### src/logic/nfp_consts.vh
// Constants for the host-side NAND feature and protect controller
// Contract
// - Feature read uses command EEh, write uses EFh, each with one address.
// - After polling status in a feature read, issue read command first.
// - After busy ends, host pulses read strobe once per byte.
// - Feature write sends four bytes, captured on write strobe rise.
// - Host settles write-protect a setup time before the first command.
// - Host waits at least one millisecond after power-up.
// - Host holds write-protect low during power transitions.
`ifndef NFP_CONSTS_VH
`define NFP_CONSTS_VH
`define NFP_CMD_GET_FEAT 8'hEE
`define NFP_CMD_SET_FEAT 8'hEF
`define NFP_CMD_STATUS   8'h70
`define NFP_CMD_READ     8'h00
`define NFP_FA_DRIVE     8'h80
`define NFP_FA_PULLDOWN  8'h81
`define NFP_SR_READY_BIT 6
`define NFP_SR_FAIL_BIT  0
`define NFP_CLK_NS       100
`define NFP_PWRUP_NS     1000000
`define NFP_PWRUP_CYC    ((`NFP_PWRUP_NS + `NFP_CLK_NS - 1) / `NFP_CLK_NS)
`define NFP_WP_SETUP_NS  100
`define NFP_WP_SETUP_CYC ((`NFP_WP_SETUP_NS + `NFP_CLK_NS - 1) / `NFP_CLK_NS)
`define NFP_RHW_NS       100
`define NFP_RHW_CYC      ((`NFP_RHW_NS + `NFP_CLK_NS - 1) / `NFP_CLK_NS)
`endif

### src/logic/nfp_host_ctrl.v
// Host controller issuing feature get/set cycles to a NAND device
`include "nfp_consts.vh"

module nfp_host_ctrl #(
	parameter PWRUP_CYC = `NFP_PWRUP_CYC
) (
	// Clock and reset
	input  wire        CLK,
	input  wire        RST,
	// User side
	input  wire        REQ_GET,
	input  wire        REQ_SET,
	input  wire [7:0]  REQ_ADDR,
	input  wire [31:0] REQ_WDATA,
	input  wire        WP_ENABLE,
	output reg         READY,
	output reg         DONE,
	output reg  [31:0] RDATA,
	// NAND pins
	output reg         NAND_CE_N,
	output reg         NAND_CLE,
	output reg         NAND_ALE,
	output reg         NAND_WE_N,
	output reg         READ_STROBE_N,
	output reg         NAND_WP_N,
	input  wire        NAND_RB_N,
	input  wire [7:0]  NAND_IO_I,
	output reg  [7:0]  NAND_IO_O,
	output reg         NAND_IO_OE
);

	// ********************************************
	// States
	// ********************************************
	localparam S_PWR  = 4'h0;
	localparam S_IDLE = 4'h1;
	localparam S_WPS  = 4'h2;
	localparam S_CMD  = 4'h3;
	localparam S_ADR  = 4'h4;
	localparam S_WDAT = 4'h5;
	localparam S_BSY0 = 4'h6;
	localparam S_BSY  = 4'h7;
	localparam S_RDLO = 4'h8;
	localparam S_RDHI = 4'h9;
	localparam S_FIN  = 4'hA;

	// ********************************************
	// Timing limits
	// ********************************************
	// Cut to the counter width on purpose; all limits fit in 20 bits
	localparam integer PWR_INT  = PWRUP_CYC - 1;
	localparam integer WPS_INT  = `NFP_WP_SETUP_CYC;
	localparam integer RHW_INT  = `NFP_RHW_CYC;
	localparam [19:0]  PWR_LAST = PWR_INT[19:0];
	localparam [19:0]  WPS_LAST = WPS_INT[19:0];
	localparam [19:0]  RHW_LAST = RHW_INT[19:0];

	// ********************************************
	// Registers
	// ********************************************
	reg  [3:0]  st_q;
	reg  [19:0] cnt_q;
	reg  [1:0]  byte_q;
	reg         ph_q;
	reg         is_set_q;
	reg  [7:0]  addr_q;
	reg  [31:0] wdat_q;

	// ********************************************
	// Helpers
	// ********************************************
	// Byte k of a parameter word; P1 travels first and sits lowest
	function [7:0] pick_byte;
		input [31:0] w;
		input [1:0]  k;
		begin
			pick_byte = w[8*k +: 8];
		end
	endfunction

	// ********************************************
	// Sequencer
	// ********************************************
	// Two-phase strobe: phase 0 low, phase 1 high (rising edge latches)
	always @(posedge CLK or posedge RST) begin
		if (RST) begin
			st_q          <= S_PWR;
			cnt_q         <= 20'h00000;
			byte_q        <= 2'h0;
			ph_q          <= 1'b0;
			is_set_q      <= 1'b0;
			addr_q        <= 8'h00;
			wdat_q        <= 32'h00000000;
			READY         <= 1'b0;
			DONE          <= 1'b0;
			RDATA         <= 32'h00000000;
			NAND_CE_N     <= 1'b1;
			NAND_CLE      <= 1'b0;
			NAND_ALE      <= 1'b0;
			NAND_WE_N     <= 1'b1;
			READ_STROBE_N <= 1'b1;
			NAND_WP_N     <= 1'b0;
			NAND_IO_O     <= 8'h00;
			NAND_IO_OE    <= 1'b0;
		end else begin
			DONE <= 1'b0;
			case (st_q)
			S_PWR: begin
				if (cnt_q == PWR_LAST) begin
					cnt_q <= 20'h00000;
					st_q  <= S_IDLE;
					READY <= 1'b1;
				end else begin
					cnt_q <= cnt_q + 20'h00001;
				end
			end
			S_IDLE: begin
				NAND_CE_N <= 1'b1;
				// Requests are only looked at here; while busy they drop
				if (REQ_GET || REQ_SET) begin
					READY    <= 1'b0;
					is_set_q <= REQ_SET & ~REQ_GET;
					addr_q   <= REQ_ADDR;
					wdat_q   <= REQ_WDATA;
					cnt_q    <= 20'h00000;
					st_q     <= S_WPS;
				end else begin
					NAND_WP_N <= WP_ENABLE ? 1'b0 : 1'b1;
				end
			end
			S_WPS: begin
				if (cnt_q >= WPS_LAST) begin
					cnt_q     <= 20'h00000;
					NAND_CE_N <= 1'b0;
					ph_q      <= 1'b0;
					st_q      <= S_CMD;
				end else begin
					cnt_q <= cnt_q + 20'h00001;
				end
			end
			S_CMD: begin
				NAND_CLE   <= 1'b1;
				NAND_IO_OE <= 1'b1;
				NAND_IO_O  <= is_set_q ? `NFP_CMD_SET_FEAT :
				              `NFP_CMD_GET_FEAT;
				NAND_WE_N  <= ph_q;
				ph_q       <= ~ph_q;
				if (ph_q) begin
					st_q <= S_ADR;
				end
			end
			S_ADR: begin
				NAND_CLE  <= 1'b0;
				NAND_ALE  <= 1'b1;
				NAND_IO_O <= addr_q;
				NAND_WE_N <= ph_q;
				ph_q      <= ~ph_q;
				if (ph_q) begin
					byte_q <= 2'h0;
					st_q   <= is_set_q ? S_WDAT : S_BSY0;
				end
			end
			S_WDAT: begin
				NAND_ALE  <= 1'b0;
				NAND_IO_O <= pick_byte(wdat_q, byte_q);
				NAND_WE_N <= ph_q;
				ph_q      <= ~ph_q;
				if (ph_q) begin
					byte_q <= byte_q + 2'h1;
					if (byte_q == 2'h3) begin
						st_q <= S_BSY0;
					end
				end
			end
			S_BSY0: begin
				// Give the device time to pull busy low
				NAND_ALE   <= 1'b0;
				NAND_IO_OE <= 1'b0;
				if (cnt_q >= RHW_LAST) begin
					cnt_q <= 20'h00000;
					st_q  <= S_BSY;
				end else begin
					cnt_q <= cnt_q + 20'h00001;
				end
			end
			S_BSY: begin
				// busy pin watched, no status read to recover from
				// No timeout: a device that never goes ready hangs here
				if (NAND_RB_N) begin
					byte_q <= 2'h0;
					st_q   <= is_set_q ? S_FIN : S_RDLO;
				end
			end
			S_RDLO: begin
				READ_STROBE_N <= 1'b0;
				st_q          <= S_RDHI;
			end
			S_RDHI: begin
				READ_STROBE_N          <= 1'b1;
				RDATA[8*byte_q +: 8]   <= NAND_IO_I;
				byte_q                 <= byte_q + 2'h1;
				st_q <= (byte_q == 2'h3) ? S_FIN : S_RDLO;
			end
			S_FIN: begin
				NAND_CE_N <= 1'b1;
				DONE      <= 1'b1;
				READY     <= 1'b1;
				st_q      <= S_IDLE;
			end
			default: begin
				st_q <= S_IDLE;
			end
			endcase
		end
	end

endmodule

### config.mk
export PLATFORM = sky130hd
export DESIGN_NAME = nfp_host_ctrl
export DESIGN_NICKNAME = d
export VERILOG_FILES = /design/src/logic/nfp_host_ctrl.v
export VERILOG_INCLUDE_DIRS = /design/src /design/src/logic
export SDC_FILE = /design/constraint.sdc
export NUM_CORES = 1
export LEC_CHECK = 0
export ABC_AREA = 0
export BUFFER_PORTS_ARGS = -buffer_cell sky130_fd_sc_hd__clkbuf_2
export CAP_MARGIN = 5
export CORE_ASPECT_RATIO = 1.5
export CORE_UTILIZATION = 45
export DETAILED_ROUTE_END_ITERATION = 8
export PLACE_DENSITY = 0.75
export SYNTH_ARGS = -nofsm -noshare
export SYNTH_HDL_FRONTEND = slang
export SYNTH_SLANG_ARGS = --single-unit
### constraint.sdc
create_clock -name CLK -period 4.2 [get_ports CLK]
set_input_delay 0.42 -clock CLK [delete_from_list [all_inputs] [get_ports CLK]]
set_output_delay 0.42 -clock CLK [all_outputs]
set_load 0.1 [all_outputs]
# Word level (Yosys, flattened, before mapping)
# Cells that the tools add are included.
dict set report totals {
  register_bits 117
  elab_cells 110
}
dict set report op_classes {
  addsub 3
  magnitude_cmp 1
  n_eq_ne 21
  shifts 3
  mux 36
  n_bitwise 4
  reduce_logical 24
}
# cell n
set ops {}
lappend ops {{$mux W20} 3}
lappend ops {{$pmux W20 S3} 1}
lappend ops {{$pmux W4 S10} 1}
lappend ops {{$mux W4} 9}
lappend ops {{$neg A5 Y34} 1}
lappend ops {{$shift A8 B34 Y32 const A} 1}
lappend ops {{$shiftx A8 B34 Y32} 1}
lappend ops {{$bwmux W32} 1}
lappend ops {{$shiftx A32 B6 Y8} 1}
lappend ops {{$pmux W8 S3} 1}
lappend ops {{$add A20 B1 Y20 const B} 1}
lappend ops {{$eq A20 B14 Y1 const B} 1}
lappend ops {{$ge A20 B1 Y1 const B} 1}
lappend ops {{$ne A2 B2 Y1 const B} 9}
lappend ops {{$eq A4 B3 Y1 const B} 4}
lappend ops {{$eq A4 B4 Y1 const B} 3}
lappend ops {{$mux W2} 6}
lappend ops {{$pmux W1 S2} 6}
lappend ops {{$reduce_bool A2 Y1} 6}
lappend ops {{$reduce_and A2 Y1} 5}
lappend ops {{$reduce_and A9 Y1} 1}
lappend ops {{$reduce_bool A3 Y1} 3}
lappend ops {{$eq A4 B2 Y1 const B} 2}
lappend ops {{$pmux W2 S4} 1}
lappend ops {{other kinds (14)} 23}

# Logic depth before layout (Yosys ltp)
# Gate-level depths: netlist (run 1).
dict set report logic_depth {
  depth_word 4
  mapped_depth 8
}

# Least setup slack after synthesis (run 1)
# Ideal clock, no wire load.
dict set report synth_path {
  kind {reg2reg}
  startpoint {reg st_q[1]}
  endpoint {reg addr_q[0]}
  setup_ns 0.125
  arrival_ns 1.903
  t_required_ns 4.075
  path_slack_ns 2.172
  path_stages_with_launch 8
  path_buffers 3
  period_less_slack_ns 2.028
  cell_sequence {dfrtp_1 -> clkbuf_2 -> or3b_2 -> nor2_4 -> and2_1 -> buf_2 -> buf_4 -> mux2_2}
}
dict set report synth_via {
  elab_chain_cells 2
}
# element line_no
set synth_rtl {}
lappend synth_rtl {{start: declaration} nfp_host_ctrl.v:61} ;# reg [3:0] st_q;
lappend synth_rtl {{start signal: assignment} nfp_host_ctrl.v:160} ;# st_q <= is_set_q ? S_WDAT : S_BSY0;
lappend synth_rtl {{start signal: assignment} nfp_host_ctrl.v:191} ;# st_q <= is_set_q ? S_FIN : S_RDLO;
lappend synth_rtl {{start signal: assignment} nfp_host_ctrl.v:202} ;# st_q <= (byte_q == 2'h3) ? S_FIN : S_RDLO;
lappend synth_rtl {{$eq A4 B1 Y1} nfp_host_ctrl.v:107} ;# case (st_q)
lappend synth_rtl {{$reduce_and A2 Y1 (no source line)} n/a}
lappend synth_rtl {{end signal: assignment} nfp_host_ctrl.v:92} ;# addr_q <= 8'h00;
lappend synth_rtl {{end signal: assignment} nfp_host_ctrl.v:123} ;# addr_q <= REQ_ADDR;
lappend synth_rtl {{end: declaration} nfp_host_ctrl.v:66} ;# reg [7:0] addr_q;
# No other way between the ends.
# A chain may end at the register's enable or synchronous reset.

# Worst setup path in the final report (run 1)
dict set report layout_path {
  startpoint {reg st_q[0]}
  endpoint {reg wdat_q[24]}
}
dict set report layout_via {
  elab_chain_cells 2
}
# element line_no
set layout_rtl {}
lappend layout_rtl {{$eq A4 B1 Y1} nfp_host_ctrl.v:107}
lappend layout_rtl {{$reduce_and A2 Y1 (no source line)} n/a}
lappend layout_rtl {{end signal: assignment} nfp_host_ctrl.v:93} ;# wdat_q <= 32'h00000000;
lappend layout_rtl {{end signal: assignment} nfp_host_ctrl.v:124} ;# wdat_q <= REQ_WDATA;
lappend layout_rtl {{end: declaration} nfp_host_ctrl.v:67} ;# reg [31:0] wdat_q;
# No other way between the ends.

==> results of run 1 <==
[synth_stat cells, drive strengths merged (3+ instances only)]
master | count | share of area
a21oi | 11 | 0.011
a31oi | 3 | 0.0034
and2 | 6 | 0.0068
buf | 11 | 0.014
clkbuf | 13 | 0.0091
dfrtp | 114 | 0.52
dfstp | 3 | 0.014
ha | 9 | 0.020
inv | 9 | 0.0061
mux2 | 42 | 0.086
mux2i | 3 | 0.0054
mux4 | 8 | 0.033
nand2 | 95 | 0.065
nand2b | 4 | 0.0045
nand3 | 13 | 0.013
nand4 | 10 | 0.011
nor2 | 45 | 0.032
nor2b | 4 | 0.0045
nor3 | 8 | 0.0072
nor3b | 6 | 0.0082
nor4 | 4 | 0.0084
o21ai | 46 | 0.042
o22ai | 8 | 0.0091
o31ai | 3 | 0.0041
xnor2 | 3 | 0.0048
xor2 | 9 | 0.014
[layout make-up]
type / count / area (sq um) / area share
Clock buffer: 19 / 433 / 0.0645
Inverter: 9 / 36.3 / 0.00541
Sequential cell: 117 / 2930 / 0.437
Multi-Input combinational cell: 368 / 2430 / 0.363
Timing Repair Buffer: 104 / 526 / 0.0783
Clock inverter: 11 / 160 / 0.0239
Tap cell: 153 / 191 / 0.0285
[cell usage in the layout, fill, tap and decap left out, types with 3 or more instances in the layout]
cell / n
sky130_fd_sc_hd__dfrtp_1: 114
sky130_fd_sc_hd__clkbuf_2: 102
sky130_fd_sc_hd__nand2_1: 95
sky130_fd_sc_hd__o21ai_0: 46
sky130_fd_sc_hd__nor2_1: 44
sky130_fd_sc_hd__mux2_2: 41
sky130_fd_sc_hd__clkbuf_16: 17
sky130_fd_sc_hd__nand3_1: 12
sky130_fd_sc_hd__a21oi_1: 10
sky130_fd_sc_hd__nand4_1: 10
sky130_fd_sc_hd__xor2_1: 9
sky130_fd_sc_hd__ha_1: 9
sky130_fd_sc_hd__inv_1: 8
sky130_fd_sc_hd__o22ai_1: 8
sky130_fd_sc_hd__nor3_1: 8
sky130_fd_sc_hd__mux4_2: 8
sky130_fd_sc_hd__nor3b_1: 6
sky130_fd_sc_hd__and2_1: 5
sky130_fd_sc_hd__clkinv_2: 5
sky130_fd_sc_hd__nand2b_1: 4
sky130_fd_sc_hd__nor2b_1: 4
sky130_fd_sc_hd__bufinv_16: 4
sky130_fd_sc_hd__dfstp_2: 3
sky130_fd_sc_hd__mux2i_1: 3
sky130_fd_sc_hd__a31oi_1: 3
sky130_fd_sc_hd__o31ai_1: 3
sky130_fd_sc_hd__xnor2_1: 3
[worst paths after layout]
path	from	end	slack, ps	cells after the start
worst max-delay path	st_q[0]	wdat_q[24]	1320	4
worst min-delay path	RST	RDATA[27]	5	2
worst max register to register	st_q[0]	wdat_q[24]	1320	4
worst min register to register	NAND_ALE	NAND_ALE	480	2
max in group asynchronous	RST	NAND_CE_N	3280	3
min in group CLK	WP_ENABLE	NAND_WP_N	180	2
[per-layer routing]
layer,GRT usage,up-vias
met5,0,-
met3,0.0541,26
met1,0.232,2115
met2,0.372,141
li1,-,2011
met4,0.115,0
[worst max-delay path, stage by stage, from the launching register on]
cell and delay [ps]:
sky130_fd_sc_hd__dfrtp_1 790, sky130_fd_sc_hd__or3b_2 570, sky130_fd_sc_hd__nor2_4 160, sky130_fd_sc_hd__and2_2 790
sky130_fd_sc_hd__mux2_2 420
[sequential cells by signal, summed over array words and instances (netlist names), 2 cells and up]
signal	cells
wdat_q	32
cnt_q	20
st_q	4
addr_q	8
NAND_IO_O	8
byte_q	2
RDATA	32
[logic make-up after synthesis]
| family | after synthesis | share of synthesized area |
|---|---|---|
| AND/OR/NAND/NOR | 207 | 0.177 |
| flip-flops | 117 | 0.531 |
| AO/OA/AOI/OAI | 87 | 0.100 |
| multiplexers | 53 | 0.124 |
| buffers and inverters | 33 | 0.0290 |
| XOR/XNOR | 12 | 0.0190 |
| adder cells (fa/ha/maj) | 9 | 0.0204 |
[metrics by stage]
| step | cells | setup WS, ps | hold slack [ps] |
|---|---|---|---|
| 6_report | 781 | 1320 | 4.83 |
| 5_1_grt | 781 | 1170 | 40.2 |
| 4_1_cts | 781 | 1340 | 17.0 |
| 3_5_place_dp | 751 | 1340 | 441 |
| 3_3_place_gp | 751 | 1440 | 426 |
| 2_1_floorplan | 518 | 684 | 459 |
==> flow_summary.html, run 1 <==
<table>
<tr><th>Metric</th><th>Value</th></tr>
<tr><th colspan="2">Routing</th></tr>
<tr><td>Number of vias in the routed layout</td><td>4293</td></tr>
<tr><td>DRT Pass-1 Iters</td><td>5</td></tr>
<tr><td>Vias per std cell</td><td>5.50</td></tr>
<tr><td>Total DRC errors in the routed layout</td><td>0</td></tr>
<tr><td>Initial detailed-routing violation count</td><td>241</td></tr>
<tr><td>Routed wire length</td><td>12800 um</td></tr>
<tr><td>Length of routed wiring on met1</td><td>4870 um</td></tr>
<tr><td>Mean routed wirelength per cell</td><td>16.4 um</td></tr>
<tr><td>Uppermost routed layer</td><td>met4</td></tr>
<tr><td>Routed wire length on met2</td><td>6950 um</td></tr>
<tr><td>Antenna-violating nets left</td><td>0</td></tr>
<tr><td>Met3 Routed Length</td><td>637 um</td></tr>
<tr><th colspan="2">GRT</th></tr>
<tr><td>Total global routing overflow</td><td>0</td></tr>
<tr><td>All-Layer GR Usage</td><td>0.211</td></tr>
<tr><td>First-pass GRT wire length</td><td>20700 um</td></tr>
<tr><td>Largest net degree at the start of global routing</td><td>44</td></tr>
<tr><td>Number of global-route vias before repair</td><td>4331</td></tr>
<tr><td>Initial antenna violation count</td><td>0</td></tr>
<tr><th colspan="2">STA</th></tr>
<tr><td>Unrepaired setup endpoints after global routing</td><td>false</td></tr>
<tr><td>Final critical path time including I/O delays and setup</td><td>2880 ps</td></tr>
<tr><td>Highest attainable clock frequency</td><td>0.347 GHz</td></tr>
<tr><td>Max-slew headroom at the worst pin</td><td>0.373</td></tr>
<tr><td>Finish-stage setup viols</td><td>0</td></tr>
<tr><td>Final critical-path share of the clock period</td><td>0.686</td></tr>
<tr><td>Post-Route Skew</td><td>6.15 ps</td></tr>
<tr><td>Setup TNS</td><td>0 ps</td></tr>
<tr><td>Count of pins over their slew limit</td><td>0</td></tr>
<tr><td>Final Hold Violating Endpoints</td><td>0</td></tr>
<tr><td>Worst Max-Slew Pin Slew</td><td>938 ps</td></tr>
<tr><th colspan="2">Worst setup path</th></tr>
<tr><td>Critical Path Fanout Max</td><td>41</td></tr>
<tr><td>Data arrival time of the critical path</td><td>3160 ps</td></tr>
<tr><td>CP Capture Type</td><td>flip-flop</td></tr>
<tr><td>Startpoint type of the worst setup path</td><td>flip-flop</td></tr>
<tr><td>Required time of the critical path</td><td>4480 ps</td></tr>
<tr><td>CP Class</td><td>flip-flop to flip-flop</td></tr>
<tr><th colspan="2">Layout</th></tr>
<tr><td>Number of fill cells in the layout</td><td>1017</td></tr>
<tr><td>Summed area of non-filler cells in the final layout</td><td>6710 sq um</td></tr>
<tr><td>Fraction of final layout cells with drive strength greater than 1</td><td>0.318</td></tr>
<tr><td>Area Growth Syn to Fin</td><td>21.5%</td></tr>
<tr><td>Util after Layout</td><td>0.561</td></tr>
<tr><td>Post-layout net count</td><td>680</td></tr>
<tr><td>Antenna cells</td><td>0</td></tr>
<tr><th colspan="2">Floorplanning</th></tr>
<tr><td>Number of core rows</td><td>49</td></tr>
<tr><td>Die Footprint</td><td>12700 sq um</td></tr>
<tr><td>Top-level I/O count</td><td>103</td></tr>
<tr><td>DIE HEIGHT</td><td>138 um</td></tr>
<tr><td>Die width</td><td>92.5 um</td></tr>
<tr><td>Initial cell density of the core</td><td>0.462</td></tr>
<tr><td>Area of the core region</td><td>12000 sq um</td></tr>
<tr><th colspan="2">Clock network</th></tr>
<tr><td>Clock latency on the worst-skew pair</td><td>400 ps</td></tr>
<tr><td>Post-cts gate resize count</td><td>0</td></tr>
<tr><td>CTS H-tree depth</td><td>4</td></tr>
<tr><td>CTS Hold Bufs</td><td>0</td></tr>
<tr><td>Clock root buffer master</td><td>sky130_fd_sc_hd__clkbuf_16</td></tr>
<tr><td>Buffers inserted during post-CTS setup optimization</td><td>0</td></tr>
<tr><td>Clock input transition at the sequential cells of the worst setup and hold paths</td><td>50 ps</td></tr>
<tr><td>TritonCTS clock tree</td><td>built</td></tr>
<tr><td>Maximum root-to-sink buffer count</td><td>2</td></tr>
<tr><td>Clock Sink Count</td><td>117</td></tr>
<tr><td>Number of buffers created by CTS</td><td>17</td></tr>
<tr><th colspan="2">Synthesis</th></tr>
<tr><td>Post-synth cell types</td><td>59</td></tr>
<tr><td>Warnings from Yosys</td><td>0</td></tr>
<tr><td>Gate count of the mapped netlist</td><td>518</td></tr>
<tr><td>Post-Synthesis Cell Area</td><td>5530 sq um</td></tr>
<tr><td>Async set or reset register ratio after synthesis</td><td>1.00</td></tr>
<tr><td>Syn Nets</td><td>581</td></tr>
<tr><td>Post-synth EDFFs</td><td>0</td></tr>
<tr><td>Mean instance size in the synthesized netlist</td><td>10.7 sq um</td></tr>
<tr><td>Post-synthesis sequential area ratio</td><td>0.531</td></tr>
<tr><td>Post-synth top flop</td><td>sky130_fd_sc_hd__dfrtp_1</td></tr>
<tr><td>Number of synthesized register bits</td><td>117</td></tr>
<tr><th colspan="2">Place</th></tr>
<tr><td>Post-DP HPWL</td><td>9220 um</td></tr>
<tr><td>Final Wtd Congestion</td><td>0.890</td></tr>
<tr><td>Port buffer count</td><td>102</td></tr>
<tr><td>Placed Instance Area</td><td>6120 sq um</td></tr>
<tr><th colspan="2">Outcome</th></tr>
<tr><td>Outcome</td><td>finished, final reports clean</td></tr>
<tr><th colspan="2">Job</th></tr>
<tr><td>Max Cap Violations</td><td>0</td></tr>
<tr><th colspan="2">Min path</th></tr>
<tr><td>HP Class</td><td>input port to asynchronous set/reset pin</td></tr>
</table>
Power of run 1 is not shown: default switching activity piles up to over one toggle a cycle in this logic, so the estimate is an artifact.
==> run 2, diff against run 1 <==
Clock period 4.2 ns to 2.8 ns, I/O delays scaled along.
==> run 2 against run 1 <==
  * Die area is the same
  * Sequential share of layout area shrank 0.72 points
  * Critical path type unchanged
  * Count of clock-buffer cells in the layout grew 2
  * Register-to-register slack lost 1000 ps
==> flow_summary.html, run 2 (same netlist as run 1, synthesis figures left out) <==
<table>
<tr><th>Metric</th><th>Value</th></tr>
<tr><th colspan="2">Place</th></tr>
<tr><td>Final Wtd Congestion</td><td>0.815 (-8.4%)</td></tr>
<tr><td>Post-DP HPWL</td><td>9350 um (+1.3%)</td></tr>
<tr><td>Port buffer count</td><td>102 (unchanged)</td></tr>
<tr><th colspan="2">Routing</th></tr>
<tr><td>DRT Pass-1 Iters</td><td>4 (-1)</td></tr>
<tr><td>Number of vias in the routed layout</td><td>4284 (-0.21%)</td></tr>
<tr><td>Initial detailed-routing violation count</td><td>210 (-13%)</td></tr>
<tr><td>Total DRC errors in the routed layout</td><td>0 (unchanged)</td></tr>
<tr><td>Vias per std cell</td><td>5.40 (-1.8%)</td></tr>
<tr><td>Mean routed wirelength per cell</td><td>16.3 um (-0.88%)</td></tr>
<tr><td>Routed wire length</td><td>12900 um (+0.77%)</td></tr>
<tr><td>Antenna-violating nets left</td><td>0 (unchanged)</td></tr>
<tr><th colspan="2">Floorplanning</th></tr>
<tr><td>Area of the core region</td><td>12000 sq um (unchanged)</td></tr>
<tr><td>DIE HEIGHT</td><td>138 um (unchanged)</td></tr>
<tr><td>Die Footprint</td><td>12700 sq um (unchanged)</td></tr>
<tr><td>Number of core rows</td><td>49 (unchanged)</td></tr>
<tr><td>Initial cell density of the core</td><td>0.462 (unchanged)</td></tr>
<tr><td>Top-level I/O count</td><td>103 (unchanged)</td></tr>
<tr><td>Die width</td><td>92.5 um (unchanged)</td></tr>
<tr><th colspan="2">Worst setup path</th></tr>
<tr><td>CP Capture Type</td><td>flip-flop</td></tr>
<tr><td>RR Endpoint</td><td>cnt_q[10]</td></tr>
<tr><td>Startpoint type of the worst setup path</td><td>flip-flop</td></tr>
<tr><td>Critical Path Fanout Max</td><td>17 (-59%)</td></tr>
<tr><td>RR Startpoint</td><td>st_q[1]</td></tr>
<tr><td>Required time of the critical path</td><td>3060 ps (-1420 ps)</td></tr>
<tr><td>CP Class</td><td>flip-flop to flip-flop</td></tr>
<tr><td>Data arrival time of the critical path</td><td>2790 ps (-370 ps)</td></tr>
<tr><td>Register-to-Register Path Depth</td><td>5 (+1)</td></tr>
<tr><td>Setup slack of the most critical reg-to-reg path</td><td>270 ps (-1050 ps)</td></tr>
<tr><th colspan="2">Clock network</th></tr>
<tr><td>Clock latency on the worst-skew pair</td><td>410 ps (about the same)</td></tr>
<tr><td>Number of buffers created by CTS</td><td>17 (unchanged)</td></tr>
<tr><td>Clock input transition at the sequential cells of the worst setup and hold paths</td><td>60 ps (about the same)</td></tr>
<tr><td>Clock root buffer master</td><td>sky130_fd_sc_hd__clkbuf_16</td></tr>
<tr><td>Buffers inserted during post-CTS setup optimization</td><td>0 (unchanged)</td></tr>
<tr><td>Clock Sink Count</td><td>117 (unchanged)</td></tr>
<tr><td>CTS H-tree depth</td><td>4 (unchanged)</td></tr>
<tr><td>Maximum root-to-sink buffer count</td><td>2 (unchanged)</td></tr>
<tr><td>TritonCTS clock tree</td><td>built</td></tr>
<tr><th colspan="2">STA</th></tr>
<tr><td>Count of pins over their slew limit</td><td>0 (unchanged)</td></tr>
<tr><td>Final critical-path share of the clock period</td><td>0.904 (+0.218)</td></tr>
<tr><td>Setup TNS</td><td>0 ps (unchanged)</td></tr>
<tr><td>Unrepaired setup endpoints after global routing</td><td>false</td></tr>
<tr><td>Worst Max-Slew Pin Slew</td><td>683 ps (-255 ps)</td></tr>
<tr><td>Final critical path time including I/O delays and setup</td><td>2530 ps (-351 ps)</td></tr>
<tr><td>Finish-stage setup viols</td><td>0 (unchanged)</td></tr>
<tr><td>Post-Route Skew</td><td>12.4 ps (+6.21 ps)</td></tr>
<tr><td>Max-slew headroom at the worst pin</td><td>0.544 (+0.170)</td></tr>
<tr><td>Final Hold Violating Endpoints</td><td>0 (unchanged)</td></tr>
<tr><td>Highest attainable clock frequency</td><td>0.395 GHz (+14%)</td></tr>
<tr><th colspan="2">Layout</th></tr>
<tr><td>Post-layout net count</td><td>691 (+1.6%)</td></tr>
<tr><td>Antenna cells</td><td>0 (unchanged)</td></tr>
<tr><td>Area Growth Syn to Fin</td><td>23.5%</td></tr>
<tr><td>Highest-count cells in the layout ignoring fill and taps</td><td>sky130_fd_sc_hd__dfrtp_1 (114), sky130_fd_sc_hd__clkbuf_2 (102), sky130_fd_sc_hd__nand2_1 (95)</td></tr>
<tr><td>Fraction of final layout cells with drive strength greater than 1</td><td>0.331 (+0.0123)</td></tr>
<tr><td>Area of all sequential standard cells</td><td>2930 sq um (unchanged)</td></tr>
<tr><td>Most frequent standard cell in the layout excluding fill and tap cells</td><td>sky130_fd_sc_hd__dfrtp_1</td></tr>
<tr><td>Largest registers in the final layout</td><td>RDATA (32), wdat_q (32), cnt_q (20)</td></tr>
<tr><td>Area of the multi-input gates</td><td>2430 sq um (about the same)</td></tr>
<tr><td>Number of fill cells in the layout</td><td>1002 (-1.5%)</td></tr>
<tr><th colspan="2">Min path</th></tr>
<tr><td>Min-delay src</td><td>WP_ENABLE</td></tr>
<tr><td>HP Class</td><td>input port to flip-flop</td></tr>
<tr><td>Hold-critical path endpoint</td><td>NAND_WP_N</td></tr>
<tr><td>Cells on Worst Hold Path</td><td>2</td></tr>
<tr><th colspan="2">GRT</th></tr>
<tr><td>All-Layer GR Usage</td><td>0.213 (+0.00194)</td></tr>
<tr><td>First-pass GRT wire length</td><td>21000 um (+1.3%)</td></tr>
<tr><td>Number of global-route vias before repair</td><td>4467 (+3.1%)</td></tr>
<tr><td>Initial antenna violation count</td><td>0 (unchanged)</td></tr>
<tr><td>Total global routing overflow</td><td>0 (unchanged)</td></tr>
<tr><td>Largest net degree at the start of global routing</td><td>85 (+93%)</td></tr>
<tr><th colspan="2">Job</th></tr>
<tr><td>Max Cap Violations</td><td>0 (unchanged)</td></tr>
<tr><th colspan="2">Outcome</th></tr>
<tr><td>Outcome</td><td>finished, final reports clean</td></tr>
</table>
## run 2: critical path: stages (launching register included)
cell and delay [ps]:
sky130_fd_sc_hd__dfrtp_1 620, sky130_fd_sc_hd__nor3b_1 580, sky130_fd_sc_hd__a21boi_0 390, sky130_fd_sc_hd__a211oi_4 120, sky130_fd_sc_hd__a21oi_2 530, sky130_fd_sc_hd__nor2_1 130
## run 2: cell type report
type,instances,area share
Multi-Input combinational cell,368,0.357
Tap cell,153,0.0280
Clock buffer,21,0.0689
Inverter,9,0.00550
Sequential cell,117,0.430
Timing Repair Buffer,115,0.0931
Clock inverter,11,0.0183
## run 2: how the worst max path moves through the flow
stage / from / end / slack (ps) / depth (start not counted)
global placement: st_q[1] / cnt_q[7] / 450 / 5
detailed placement: st_q[1] / cnt_q[7] / 300 / 5
floorplan: st_q[1] / addr_q[0] / 770 / 7
CTS: st_q[1] / cnt_q[10] / 280 / 5
finish: st_q[1] / cnt_q[10] / 270 / 5
global route: st_q[1] / cnt_q[7] / 130 / 5
## run 2: stage by stage
step / instance area (sq um) / util / instances / setup slack [ps] / hold WS (ps)
final: 6830 / 0.571 / 794 / 268 / 46.7
after global routing: 6830 / 0.571 / 794 / 132 / 65.1
after CTS: 6830 / 0.571 / 794 / 280 / 45.6
after detailed placement: 6220 / 0.520 / 761 / 303 / 214
after global placement: 6220 / 0.520 / 761 / 453 / 207
after floorplan: 5530 / - / 518 / 772 / 365
## run 2: routing by layer
| layer | wire, um | share of wire | global-route usage | vias to the layer above |
|---|---|---|---|---|
| li1 | - | - | - | 2032 |
| met1 | 4910 | 0.38 | 0.231 | 2103 |
| met2 | 7060 | 0.55 | 0.384 | 123 |
| met3 | 619 | 0.048 | 0.0530 | 26 |
| met4 | 318 | 0.025 | 0.109 | 0 |
| met5 | 0 | 0 | 0 | - |
## run 2: repair_timing
action	4_1_cts	5_1_grt
hold endpoints to repair	7	0
gates resized for setup	0	0
endpoints found under the setup margin	0	0
hold buffers	1	0
Power of run 2 is left out for the same reason.
